--- src/ufr_defs.vh ---
// Purpose: Offsets, field positions, reset values and timing for ufr block.
// Assumes: 32-bit APB, word-aligned registers.
// Notes: Definitions only.
`ifndef UFR_DEFS_VH
`define UFR_DEFS_VH
`define UFR_OFF_FLAG_CLEAR 12'h020
`define UFR_OFF_RX_CHAR 12'h024
`define UFR_OFF_TX_CHAR 12'h028
`define UFR_OFF_COHERENCE 12'h0C0
`define UFR_OFF_RX_FIFO_CS 12'h0D0
`define UFR_OFF_STATUS 12'h01C
`define UFR_OFF_CONFIG 12'h030
`define UFR_CLR_MASK 32'h0013_1B5F
`define UFR_RFCS_RESET 32'h0000_0400
`define UFR_BIT_EARLY_PARITY_FLAG 8
`define UFR_BIT_HCM 0
`define UFR_BIT_RX_FIFO_FULL_IRQ_FLAG 15
`define UFR_BIT_RFF 11
`define UFR_BIT_RFE 10
`define UFR_BIT_RX_FIFO_FULL_IRQ_ENABLE 9
`define UFR_BIT_RX_FIFO_ENABLE 8
`define UFR_BIT_EARLY_SMARTCARD_NACK 0
`define UFR_CFG_PARITY_ENABLE 0
`define UFR_CFG_WL9 1
`define UFR_CFG_DEEP_SLEEP_WAKE_ENABLE 2
`define UFR_CFG_SCEN 3
`define UFR_FIFO_DEPTH 4
`define UFR_CNT_W 3
`define UFR_OVS 16
`define UFR_NACK_EARLY 1
`endif

--- src/ufr_regs.v ---
// Purpose: Serial port flag clear, data, coherence and receive FIFO regs.
// Assumes: One pclk domain; frame engines deliver same-clock strobes.
// Notes: The serial data input passes a two-stage synchroniser.
//
// Contract
// - Writing one to bit 20 clears the deep-sleep wakeup flag.
// - Writing one to bit 17 clears the address match flag.
// - Writing one to bit 12 clears the end-of-block flag.
// - Writing one to bit 11 clears the receiver timeout flag.
// - Writing one to bit 9 clears the clear-to-send change flag.
// - Writing one to bit 8 clears the LIN break flag.
// - Writing one to bit 6 clears the transmit complete flag.
// - Writing one to bit 4 clears the idle line flag.
// - Writing one to bit 3 clears the overrun flag.
// - Writing one to bit 2 clears the noise error flag.
// - Writing one to bit 1 clears the framing error flag.
// - Writing one to bit 0 clears the parity error flag.
// - Receive data shows character in bits 8:0, parity in top bit.
// - Transmit data bits 8:0; top data bit replaced by parity.
// - Early parity flag bit 8 sets on bad parity; write zero clears.
// - Mode bit 0 picks request-to-send from not-empty or frame end.
// - FIFO enable bit 8 settable only while deep-sleep wake enabled.
// - FIFO count bits 14:12, full bit 11, empty bit 10; reset 0x400.
// - Full sets flag bit 15; enable bit 9 raises irq; zero clears.
// - Smartcard early NACK fires one sixteenth bit earlier.
//
// Decided for this implementation: the APB register port.
`timescale 1ns/1ps
`default_nettype none
`include "ufr_defs.vh"
module ufr_regs
(
  // APB clock, reset, enable
  input wire pclk,
  input wire presetn,
  input wire ce,
  // APB slave
  input wire psel,
  input wire penable,
  input wire pwrite,
  input wire [11:0] paddr,
  input wire [31:0] pwdata,
  output reg [31:0] prdata,
  output reg pready,
  output reg pslverr,
  // Flag set events from frame engines
  input wire [11:0] flag_set,
  // Receive frame engine
  input wire rx_char_valid,
  input wire [8:0] rx_char,
  input wire rx_parity_bad,
  input wire rx_last_bit,
  input wire rx_sample_tick,
  input wire rx_pin,
  // Transmit engine
  input wire tx_taken,
  output reg [8:0] tx_char_r,
  output reg tx_char_valid_r,
  // Flow control and smartcard
  output reg request_to_send_n,
  output reg nack_pulse_r,
  output reg rx_fifo_irq_r,
  output reg [11:0] status_flags_r
);
  reg [31:0] clr_mask;
  reg rx_meta_r;
  reg rx_sync_r;
  reg early_parity_flag_r;
  reg flow_coherence_mode_r;
  reg frame_end_r;
  reg rx_fifo_full_irq_flag_r;
  reg rx_fifo_full_irq_enable_r;
  reg rx_fifo_enable_r;
  reg early_smartcard_nack_r;
  reg [3:0] cfg_r;
  reg [8:0] rx_hold_r;
  reg rx_hold_valid_r;
  reg [3:0] nack_cnt_r;
  reg nack_arm_r;
  reg [31:0] rd_nxt;
  // Kept 32 bits wide so the 4-bit counter compare takes a deliberate slice.
  localparam [31:0] NACK_LATE = `UFR_OVS - 1;
  localparam [31:0] NACK_SOON = `UFR_OVS - 1 - `UFR_NACK_EARLY;
  wire wr;
  wire rd;
  wire [8:0] fifo_rdata;
  wire [`UFR_CNT_W-1:0] fifo_count;
  wire fifo_full;
  wire fifo_empty;
  wire rx_ready;
  wire [8:0] rx_view;
  wire rx_pop;
  wire [8:0] tx_fix;
  wire parity_bit;
  wire [3:0] nack_delay;
  wire [11:0] flag_clear;
  wire [31:0] clr_word;
  wire [31:0] rfcs_word;
  assign wr = psel && penable && pwrite;
  assign rd = psel && penable && !pwrite;
  assign rx_pop = rd && paddr == `UFR_OFF_RX_CHAR;
  assign fifo_full = fifo_count == 3'h4;
  assign fifo_empty = fifo_count == 3'h0;
  assign rx_ready = rx_fifo_enable_r ? !fifo_empty : rx_hold_valid_r;
  assign rx_view = rx_fifo_enable_r ? fifo_rdata : rx_hold_r;

  // Gather the write-one-to-clear positions into one flag vector.
  function [11:0] clr_pick;
    input [31:0] w;
    begin
      clr_pick = {w[20], w[17], w[12], w[11], w[9], w[8],
                  w[6], w[4], w[3], w[2], w[1], w[0]};
    end
  endfunction
  assign clr_word = (wr && paddr == `UFR_OFF_FLAG_CLEAR) ? pwdata
                    : 32'h0000_0000;
  assign flag_clear = clr_pick(clr_word & `UFR_CLR_MASK);

  // Parity substitution covers the top data bit for either length.
  assign parity_bit = cfg_r[`UFR_CFG_WL9] ? ^pwdata[7:0] : ^pwdata[6:0];
  assign tx_fix = !cfg_r[`UFR_CFG_PARITY_ENABLE] ? pwdata[8:0]
                  : cfg_r[`UFR_CFG_WL9] ? {parity_bit, pwdata[7:0]}
                  : {1'b0, parity_bit, pwdata[6:0]};
  assign nack_delay = early_smartcard_nack_r ? NACK_SOON[3:0]
                      : NACK_LATE[3:0];
  assign rfcs_word = {16'h0000, rx_fifo_full_irq_flag_r, fifo_count,
                      fifo_full, fifo_empty, rx_fifo_full_irq_enable_r,
                      rx_fifo_enable_r, 7'h00, early_smartcard_nack_r};

  ufr_rx_fifo u_fifo
  (
    .pclk(pclk),
    .presetn(presetn),
    .ce(ce),
    .flush(!rx_fifo_enable_r),
    .push(rx_char_valid && rx_fifo_enable_r),
    .wdata(rx_char),
    .pop(rx_pop && rx_fifo_enable_r),
    .rdata(fifo_rdata),
    .count_r(fifo_count)
  );

  // Reserved bits of every register come back as zero.
  always @*
  begin
    rd_nxt = 32'h0000_0000;
    if (paddr == `UFR_OFF_RX_CHAR)
      rd_nxt = {23'h000000, rx_view};
    else if (paddr == `UFR_OFF_TX_CHAR)
      rd_nxt = {23'h000000, tx_char_r};
    else if (paddr == `UFR_OFF_COHERENCE)
      rd_nxt = {23'h000000, early_parity_flag_r, 7'h00,
                flow_coherence_mode_r};
    else if (paddr == `UFR_OFF_RX_FIFO_CS)
      rd_nxt = rfcs_word;
    else if (paddr == `UFR_OFF_STATUS)
      rd_nxt = {19'h00000, rx_ready, status_flags_r};
    else if (paddr == `UFR_OFF_CONFIG)
      rd_nxt = {28'h0000000, cfg_r};
  end

  // The pin is only synchronised, and nothing reads rx_sync_r; two stages guard metastability.
  always @(posedge pclk or negedge presetn)
  begin
    if (!presetn)
    begin
      rx_meta_r <= 1'b0;
      rx_sync_r <= 1'b0;
    end
    else if (ce)
    begin
      rx_meta_r <= rx_pin;
      rx_sync_r <= rx_meta_r;
    end
  end

  always @(posedge pclk or negedge presetn)
  begin
    if (!presetn)
    begin
      prdata <= 32'h0000_0000;
      pready <= 1'b0;
      pslverr <= 1'b0;
      status_flags_r <= 12'h000;
      early_parity_flag_r <= 1'b0;
      flow_coherence_mode_r <= 1'b0;
      frame_end_r <= 1'b0;
      rx_fifo_full_irq_flag_r <= 1'b0;
      rx_fifo_full_irq_enable_r <= 1'b0;
      rx_fifo_enable_r <= 1'b0;
      early_smartcard_nack_r <= 1'b0;
      cfg_r <= 4'h0;
      rx_hold_r <= 9'h000;
      rx_hold_valid_r <= 1'b0;
      tx_char_r <= 9'h000;
      tx_char_valid_r <= 1'b0;
      request_to_send_n <= 1'b1;
      nack_pulse_r <= 1'b0;
      nack_cnt_r <= 4'h0;
      nack_arm_r <= 1'b0;
      rx_fifo_irq_r <= 1'b0;
    end
    else if (ce)
    begin
      // Zero-wait slave: pready rises at the setup cycle's following edge.
      pready <= psel && !penable;
      pslverr <= 1'b0;
      // Loaded at the setup edge so read data stands together with pready.
      if (psel && !penable && !pwrite)
        prdata <= rd_nxt;
      // Set wins over clear so no event is lost in the clear cycle.
      status_flags_r <= (status_flags_r & ~flag_clear) | flag_set;
      if (wr && paddr == `UFR_OFF_TX_CHAR)
      begin
        tx_char_r <= tx_fix;
        tx_char_valid_r <= 1'b1;
      end
      else if (tx_taken)
        tx_char_valid_r <= 1'b0;
      if (rx_char_valid && !rx_fifo_enable_r)
      begin
        rx_hold_r <= rx_char;
        rx_hold_valid_r <= 1'b1;
      end
      else if (rx_pop)
        rx_hold_valid_r <= 1'b0;
      if (wr && paddr == `UFR_OFF_CONFIG)
        cfg_r <= pwdata[3:0];
      if (wr && paddr == `UFR_OFF_COHERENCE)
      begin
        flow_coherence_mode_r <= pwdata[`UFR_BIT_HCM];
        if (!pwdata[`UFR_BIT_EARLY_PARITY_FLAG])
          early_parity_flag_r <= rx_parity_bad;
      end
      else if (rx_parity_bad)
        early_parity_flag_r <= 1'b1;
      if (wr && paddr == `UFR_OFF_RX_FIFO_CS)
      begin
        rx_fifo_full_irq_enable_r <= pwdata[`UFR_BIT_RX_FIFO_FULL_IRQ_ENABLE];
        rx_fifo_enable_r <= pwdata[`UFR_BIT_RX_FIFO_ENABLE] &&
                            (cfg_r[`UFR_CFG_DEEP_SLEEP_WAKE_ENABLE] || rx_fifo_enable_r);
        early_smartcard_nack_r <= pwdata[`UFR_BIT_EARLY_SMARTCARD_NACK];
        if (!pwdata[`UFR_BIT_RX_FIFO_FULL_IRQ_FLAG])
          rx_fifo_full_irq_flag_r <= fifo_full;
      end
      else if (fifo_full)
        rx_fifo_full_irq_flag_r <= 1'b1;
      rx_fifo_irq_r <= rx_fifo_full_irq_flag_r &&
                       rx_fifo_full_irq_enable_r;
      // Frame end holds while a character is ready or landing, then clears.
      if (rx_last_bit)
        frame_end_r <= 1'b1;
      else if (!rx_ready && !rx_char_valid)
        frame_end_r <= 1'b0;
      request_to_send_n <= flow_coherence_mode_r
                           ? (frame_end_r || rx_last_bit)
                           : rx_ready;
      // NACK counts oversample ticks from the parity sample point.
      nack_pulse_r <= 1'b0;
      if (rx_parity_bad && cfg_r[`UFR_CFG_SCEN])
      begin
        nack_arm_r <= 1'b1;
        nack_cnt_r <= 4'h0;
      end
      else if (nack_arm_r && rx_sample_tick)
      begin
        if (nack_cnt_r == nack_delay)
        begin
          nack_arm_r <= 1'b0;
          nack_pulse_r <= 1'b1;
        end
        else
          nack_cnt_r <= nack_cnt_r + 4'h1;
      end
    end
  end
endmodule // ufr_regs
`default_nettype wire

--- src/ufr_rx_fifo.v ---
// Purpose: Receive character FIFO with count; full and empty are decoded from count_r in ufr_regs.
// Assumes: Push and pop come from logic on pclk.
// Notes: A push while full is dropped unless a pop comes in the same cycle; nothing here flags overrun.
`timescale 1ns/1ps
`default_nettype none
`include "ufr_defs.vh"
module ufr_rx_fifo
(
  // Clock and reset
  input wire pclk,
  input wire presetn,
  input wire ce,
  input wire flush,
  // Write side
  input wire push,
  input wire [8:0] wdata,
  // Read side
  input wire pop,
  output wire [8:0] rdata,
  output reg [`UFR_CNT_W-1:0] count_r
);
  reg [8:0] mem [0:`UFR_FIFO_DEPTH-1];
  reg [1:0] wptr_r;
  reg [1:0] rptr_r;
  wire do_push;
  wire do_pop;
  assign do_pop = pop && (count_r != 3'h0);
  assign do_push = push && (count_r != 3'h4 || do_pop);
  assign rdata = mem[rptr_r];
  always @(posedge pclk)
  begin
    if (ce && do_push)
      mem[wptr_r] <= wdata;
  end
  always @(posedge pclk or negedge presetn)
  begin
    if (!presetn)
    begin
      wptr_r <= 2'h0;
      rptr_r <= 2'h0;
      count_r <= 3'h0;
    end
    else if (ce)
    begin
      if (flush)
      begin
        wptr_r <= 2'h0;
        rptr_r <= 2'h0;
        count_r <= 3'h0;
      end
      else
      begin
        if (do_push)
          wptr_r <= wptr_r + 2'h1;
        if (do_pop)
          rptr_r <= rptr_r + 2'h1;
        if (do_push && !do_pop)
          count_r <= count_r + 3'h1;
        else if (do_pop && !do_push)
          count_r <= count_r - 3'h1;
      end
    end
  end
endmodule // ufr_rx_fifo
`default_nettype wire

--- config.mk ---
export PLATFORM = sky130hd
export DESIGN_NAME = ufr_regs
export DESIGN_NICKNAME = d
export VERILOG_FILES = /design/src/ufr_regs.v /design/src/ufr_rx_fifo.v
export VERILOG_INCLUDE_DIRS = /design/src
export SDC_FILE = /design/constraint.sdc
export NUM_CORES = 1
export LEC_CHECK = 0
export BUFFER_PORTS_ARGS = -buffer_cell sky130_fd_sc_hd__buf_2
export CORE_MARGIN = 2
export CORE_UTILIZATION = 48
export DETAILED_ROUTE_END_ITERATION = 6
export PLACE_DENSITY = 0.76
export SYNTH_ARGS = -nofsm -noshare
export SYNTH_HDL_FRONTEND = slang
export SYNTH_SLANG_ARGS = --single-unit
--- constraint.sdc ---
create_clock -name pclk -period 2.6 [get_ports pclk]
set_clock_uncertainty 0.2 [all_clocks]
set_input_delay 0 -clock pclk [delete_from_list [all_inputs] [get_ports pclk]]
set_output_delay 0 -clock pclk [all_outputs]
set_load 0.05 [all_outputs]
==> results of run 1 <==
## per-stage QoR
step	setup slack [ps]	power, mW	hold slack (ps)
floorplan	41.2	2.07	-496
global placement	22.3	2.18	18.8
detailed placement	-83.3	2.19	26.4
CTS	30.4	3.27	3.90
global route	3.34	3.37	29.8
finish	100	3.25	21.4
## cells in the final DEF (no fill, tap or decap), types with 6 or more instances in the layout
master	count
sky130_fd_sc_hd__a21oi_1	6
sky130_fd_sc_hd__dfrtp_1	74
sky130_fd_sc_hd__nand2b_1	6
sky130_fd_sc_hd__nand3_1	15
sky130_fd_sc_hd__o21ai_0	27
sky130_fd_sc_hd__clkbuf_8	9
sky130_fd_sc_hd__mux2_2	29
sky130_fd_sc_hd__a22o_1	16
sky130_fd_sc_hd__dlygate4sd3_1	62
sky130_fd_sc_hd__and3_1	10
sky130_fd_sc_hd__conb_1	17
sky130_fd_sc_hd__nor2_1	17
sky130_fd_sc_hd__edfxtp_1	36
sky130_fd_sc_hd__buf_2	99
sky130_fd_sc_hd__nand2_1	51
sky130_fd_sc_hd__inv_1	9
sky130_fd_sc_hd__mux4_2	9
sky130_fd_sc_hd__mux2i_1	6
sky130_fd_sc_hd__buf_4	25
## power groups by stage
stage          Clock [mW]  Sequential [mW]  Combinational (mW)
2_1_floorplan           0             1.89               0.179
5_1_grt              1.12             1.85               0.394
3_3_place_gp            0             1.88               0.301
4_1_cts              1.06             1.84               0.364
6_report             1.04             1.85               0.367
3_5_place_dp            0             1.88               0.307
## worst register-to-register path, stage by stage (launching register included)
cell and delay (ps):
sky130_fd_sc_hd__dfrtp_1 420, sky130_fd_sc_hd__nor3_1 110, sky130_fd_sc_hd__or4_1 530, sky130_fd_sc_hd__o21ai_2 160
sky130_fd_sc_hd__nor2_1 70, sky130_fd_sc_hd__fa_2 360, sky130_fd_sc_hd__and3_1 190, sky130_fd_sc_hd__mux2i_1 180
sky130_fd_sc_hd__o311ai_2 120
## area by class of cell
type,instances,area share
flip-flops and latches,111,0.424
multi-input cells,301,0.318
repair buffers,191,0.201
well taps,140,0.0251
clock buffers,9,0.0177
clock inverters,7,0.0104
inverters,9,0.00484
## registers in the layout (all words and copies together), names as in the netlist, 3 cells and up
| register | count |
|---|---|
| cfg_r | 4 |
| nack_cnt_r | 4 |
| prdata | 16 |
| rx_hold_r | 9 |
| status_flags_r | 12 |
| tx_char_r | 9 |
| u_fifo.count_r | 3 |
| u_fifo.mem | 36 |
## kinds of logic after synthesis
family / count (synthesis) / synth area share
muxes: 44 / 0.110
DFF: 111 / 0.553
xor gates and xnor gates: 9 / 0.0199
and+or+nand+nor: 137 / 0.136
buffers and inverters: 48 / 0.0477
other: 1 / 0.000700
AOI/OAI and AO/OA: 88 / 0.117
adders and majority gates: 6 / 0.0154
## repair_timing
action                     4_1_cts  5_1_grt
hold buffers                    62        0
resized for setup                1        2
setup buffers                    0        2
hold endpoints to repair       170        0
setup endpoints to repair        1        1
## how the worst max path moves through the flow
stage | startpoint | endpoint | slack [ps] | cells after the start
after global placement | paddr[7] | u_fifo.count_r[2] | 20 | 9
after detailed placement | paddr[7] | u_fifo.count_r[2] | -80 | 9
after CTS | u_fifo.count_r[0] | u_fifo.count_r[2] | 30 | 8
final | paddr[4] | u_fifo.count_r[2] | 100 | 10
after global routing | u_fifo.count_r[0] | u_fifo.count_r[2] | 3 | 8
after floorplan | rx_fifo_enable_r | u_fifo.count_r[2] | 40 | 10
## metal layers
layer / part of all wire / track usage / wire length [um] / vias up
li1: - / - / - / 1971
met1: 0.42 / 0.320 / 5780 / 2135
met5: 0 / 0 / 0 / -
met4: 0.024 / 0.0913 / 327 / 0
met3: 0.071 / 0.0474 / 978 / 25
met2: 0.49 / 0.389 / 6780 / 194
==> flow_metrics.tcl, run 1 <==
set metrics [dict create \
    timing.critical_path.slowest_cell_delay_ps 560 \
    clk_root_buffer_cell "sky130_fd_sc_hd__clkbuf_8" \
    synthMostInstantiatedCell "sky130_fd_sc_hd__dfrtp_1" \
    peakVddDrop_v 0.000306 \
    grt_antenna_before_repair 0 \
    timing.setup.tns_ps 0 \
    intPower_mw 2.36 \
    gp_congestion 0.929 \
    timing.reg2reg.setup_slack_ps 130 \
    worst_skew_pair.late_latency_ps 380 \
    cts_tree "built" \
    sw_frac_of_total 0.272 \
    ys_async_sr_fraction 0.676 \
    filler_cell_count 814 \
    worstMarginPinSlew_ps 984 \
    worstPathMaxFanout 9 \
    cts.path.max_buffers 2 \
    area_of_all_placed_cells_without_fillers_um2 6990 \
    grt.overflow.total 0 \
    synth.ff_latch_count 111 \
    share_seq_of_total_power 0.568 \
    worst-path-buf-inv 2 \
    syn_to_final_growth_pct 30.5 \
    synth_area_per_cell_um2 12.1 \
    finalWorstPathRequiredPeriod_ps 2500 \
    area_taken_by_flip_flops_and_latches_um2 2960 \
    timing.max_slew.rel_slack 0.344 \
    grt.total_usage 0.240 \
    die-width_um 110 \
    worst_r2r_startpoint "u_fifo.count_r[0]" \
    area_of_combinational_cells_with_multiple_inputs_um2 2220 \
    report.final.setup_viol 0 \
    grt_first_pass_wirelength_um 21700 \
    drt-vias-per-instance 5.63 \
    rsz0062_at_grt "no" \
    drt_first_pass_iters 7 \
    io_pins 136 \
    worst_r2r_path_depth 8 \
    outcome "complete, no violations" \
    cp_slowest_cell "sky130_fd_sc_hd__or4_1" \
    finish.cell_count_without_fillers 768 \
    synth-edff-count 36 \
    timing.hold.worst.start "paddr[3]" \
    synth-main-ff-cell "sky130_fd_sc_hd__dfrtp_1" \
    synth_cells 444 \
    grt_pass1_vias 4242 \
    worst_hold_path.endpoint "prdata[0]" \
    hold_path_depth 5 \
    number_of_nets_with_antenna_violations_after_routing 0 \
    library_cell_occupying_the_most_area_in_the_post_synthesis_netlist "sky130_fd_sc_hd__dfrtp_1" \
    clock_power_share 0.319 \
    tritoncts.num_buffers 9 \
    drt-wirelength-per-cell_um 18.1 \
    grt_start_max_net_pins 76 \
    drt_first_iter_violations 304 \
    diodes 0 \
    routed_wl_um 13900 \
    netlist_top_cells_area "sky130_fd_sc_hd__dfrtp_1 35%, sky130_fd_sc_hd__edfxtp_1 20%, sky130_fd_sc_hd__mux2_2 6.1%" \
    critPathLaunchType "primary input" \
    design.die.area_um2 12000 \
    finish.net_count 706 \
    power.switching_mw 0.885 \
    yosysWarningCount 0 \
    critPathRequiredTime_ps 2650 \
    post-route-drc-count 0 \
    end_kind "flip-flop" \
    path_delay_family "simple AND/OR/NAND/NOR gates" \
    comb_power_share 0.113 \
    final_min_period_over_clock_period 0.961 \
    placement.io_buffers 100 \
    die-height_um 110 \
    cts.sinks 111 \
    netlist_area_um2 5350 \
    placed_cells_incl_taps 688 \
    power-per-cell-area_nw_per_um2 465 \
    max_cap_viol_count 0 \
    floorplan.core_area_um2 10800 \
    synth_top_cell_area_share 0.346 \
    placementRows 38 \
    crit_arrival_ps 2550 \
    fmax_mhz 400 \
    startpoint_to_endpoint_class_of_the_critical_path "in -> reg" \
    static-leakage-power_nw 3.02 \
    timing.hold.worst.class "in -> reg" \
    cp_cell_sequence "dlygate4sd3_1 -> buf_2 -> nand2b_1 -> or4_1 -> o21ai_2 -> nor2_1 -> fa_2 -> and3_1 -> mux2i_1 -> o311ai_2" \
    vias 4325 \
    final_max_slew_viol_count 0 \
    place.detailed.hpwl_um 9300 \
    final-hold-violation-count 0 \
    layout.core_utilization 0.645 \
    clkTransAtPathRegs_ps 110 \
    critical_path.reg2reg.endpoint "u_fifo.count_r[2]" \
    placedInstanceArea_um2 6150 \
    cts_max_level 3 \
    yosysSeqAreaShare 0.553 \
    initial_core_util 0.494 \
    final_layout_size_suffix_gt1_frac 0.314 \
    netlist-cell-type-count 64 \
    synth.top_cells.by_count "74 x sky130_fd_sc_hd__dfrtp_1, 51 x sky130_fd_sc_hd__nand2_1, 36 x sky130_fd_sc_hd__edfxtp_1, 29 x sky130_fd_sc_hd__mux2_2, 28 x sky130_fd_sc_hd__o21ai_0" \
]
(Power assumes the default switching activity.)
==> run 2: changes to the inputs <==
- CORE_MARGIN: 2 -> unset
==> run 2 against run 1 <==
Die area down 3.6%. Design area up 0.23%. Setup slack better by 29 ps. Critical endpoint is now early_parity_flag_r. Critical path type unchanged.
==> flow_metrics.tcl, run 2 (synthesized netlist as in run 1, its figures left out) <==
set metrics [dict create \
    clkTransAtPathRegs_ps 120 \
    area_of_all_placed_cells_without_fillers_um2 7000 \
    finish.cell_count_without_fillers 775 \
    largestRegisters "u_fifo.mem (36), prdata (16), status_flags_r (12)" \
    grt_first_pass_wirelength_um 21900 \
    timing.setup.tns_ps 0 \
    final-hold-violation-count 0 \
    power-per-cell-area_nw_per_um2 468 \
    final_max_slew_viol_count 0 \
    report.final.setup_viol 0 \
    finish.net_count 713 \
    gp_congestion 0.849 \
    timing.critical_path.slowest_cell_delay_ps 590 \
    commonest_non_fill_non_tap_cell_in_the_layout "sky130_fd_sc_hd__buf_2" \
    io_pins 136 \
    diodes 0 \
    placed_cells_incl_taps 689 \
    drt_first_pass_iters 5 \
    end_kind "flip-flop" \
    timing.hold.worst.class "in -> reg" \
    floorplan.core_area_um2 10800 \
    grt.overflow.total 0 \
    peakVddDrop_v 0.000299 \
    max_cap_viol_count 0 \
    drt-vias-per-instance 5.63 \
    placement.io_buffers 100 \
    timing.max_slew.rel_slack 0.347 \
    cp_cell_sequence "buf_2 -> dlygate4sd3_1 -> nor3_2 -> dlygate4sd3_1 -> nand3_1 -> o31ai_1 -> nand2_1 -> dlygate4sd3_1" \
    tritoncts.num_buffers 9 \
    outcome "complete, no violations" \
    grt.total_usage 0.256 \
    final_min_period_over_clock_period 0.950 \
    syn_to_final_growth_pct 30.8 \
    clk_root_buffer_cell "sky130_fd_sc_hd__clkbuf_8" \
    grt_pass1_vias 4402 \
    place.detailed.hpwl_um 9180 \
    vias 4362 \
    critPathRequiredTime_ps 2680 \
    holdWs_ps 17.1 \
    worstPathMaxFanout 8 \
    timing.reg2reg.setup_slack_ps 150 \
    crit_arrival_ps 2550 \
    cts.sinks 111 \
    cts_max_level 3 \
    design.die.area_um2 11600 \
    post-route-drc-count 0 \
    placedInstanceArea_um2 6090 \
    fmax_mhz 405 \
    finalWorstPathRequiredPeriod_ps 2470 \
    layout.core_utilization 0.646 \
    grt_start_max_net_pins 76 \
    die-width_um 108 \
    number_of_nets_with_antenna_violations_after_routing 0 \
    placementRows 38 \
    worstMarginPinSlew_ps 979 \
    critPathMostFrequentCell "sky130_fd_sc_hd__dlygate4sd3_1" \
    cts_tree "built" \
    largest_reg_flops 36 \
    startpoint_to_endpoint_class_of_the_critical_path "in -> reg" \
    mostFrequentLayoutCells "99 x sky130_fd_sc_hd__buf_2, 74 x sky130_fd_sc_hd__dfrtp_1, 69 x sky130_fd_sc_hd__dlygate4sd3_1" \
    drt_first_iter_violations 333 \
    cts.path.max_buffers 2 \
    rsz0062_at_grt "no" \
    final_layout_size_suffix_gt1_frac 0.310 \
    critPathLaunchType "primary input" \
    routed_wl_um 14000 \
    drt-wirelength-per-cell_um 18.0 \
    worst_skew_pair.late_latency_ps 400 \
    initial_core_util 0.494 \
    grt_antenna_before_repair 0 \
    cp_slowest_cell "sky130_fd_sc_hd__dlygate4sd3_1" \
    registers.top_by_ff_count "u_fifo.mem" \
    static-leakage-power_nw 3.05 \
    die-height_um 108 \
]
run 2: cell types whose count changed in the layout (fill, tap and decap cells not counted), sizes merged:
cell         before  now
clkinv            3    2
inv              13   14
dlygate4sd3      62   69
run 2: what timing repair did:
action                                  in CTS  in global routing
buffers inserted                             1                  0
cloned                                       0                  0
gates resized for setup                      0                  3
hold endpoints to repair                   169                  0
endpoints found under the setup margin       1                  3
hold buffers                                69                  0
run 2: final timing paths:
check,start,to,cells past startpoint
worst max-delay path,paddr[2],early_parity_flag_r,8
worst min-delay path,paddr[1],prdata[0],5
worst max register to register,u_fifo.count_r[0],u_fifo.count_r[2],8
worst min register to register,prdata[14],prdata[14],2
max in group asynchronous,presetn,status_flags_r[8],2
min in group asynchronous,presetn,status_flags_r[7],2
run 2: worst max-delay path, delay by kind of cell:
| kind | cells | cell delay, ps |
|---|---|---|
| buf+inv | 4 | 1870 |
| simple gates | 3 | 440 |
| compound gates | 1 | 240 |
run 2: power breakdown:
part | internal (mW) | switching [mW] | total [mW]
registers | 1.83 | 0.0158 | 1.85
logic | 0.155 | 0.214 | 0.368
clock network | 0.389 | 0.675 | 1.06
total | 2.37 | 0.904 | 3.28
run 2: area by class of cell:
| class | count | area (um^2) |
|---|---|---|
| clock inverters | 7 | 81.3 |
| repair buffers | 198 | 1410 |
| multi-input cells | 301 | 2220 |
| flip-flops and latches | 111 | 2960 |
| well taps | 140 | 175 |
| inverters | 9 | 33.8 |
| clock buffers | 9 | 124 |
| fillers | 817 | 3840 |
run 2: per-stage QoR:
| step | total power [mW] | setup slack, ps |
|---|---|---|
| 4_1_cts | 3.29 | 68.2 |
| 2_1_floorplan | 2.07 | 41.2 |
| 5_1_grt | 3.39 | 15.7 |
| 3_3_place_gp | 2.18 | 40.5 |
| 3_5_place_dp | 2.19 | -53.5 |
| 6_report | 3.28 | 129 |
run 2: layer usage:
metal  vias to the layer above  track usage  part of all wire
li1                       1990            -                 -
met1                      2153        0.320              0.42
met2                       191        0.419              0.49
met3                        28       0.0593             0.069
met4                         0        0.123             0.025
met5                         -            0                 0
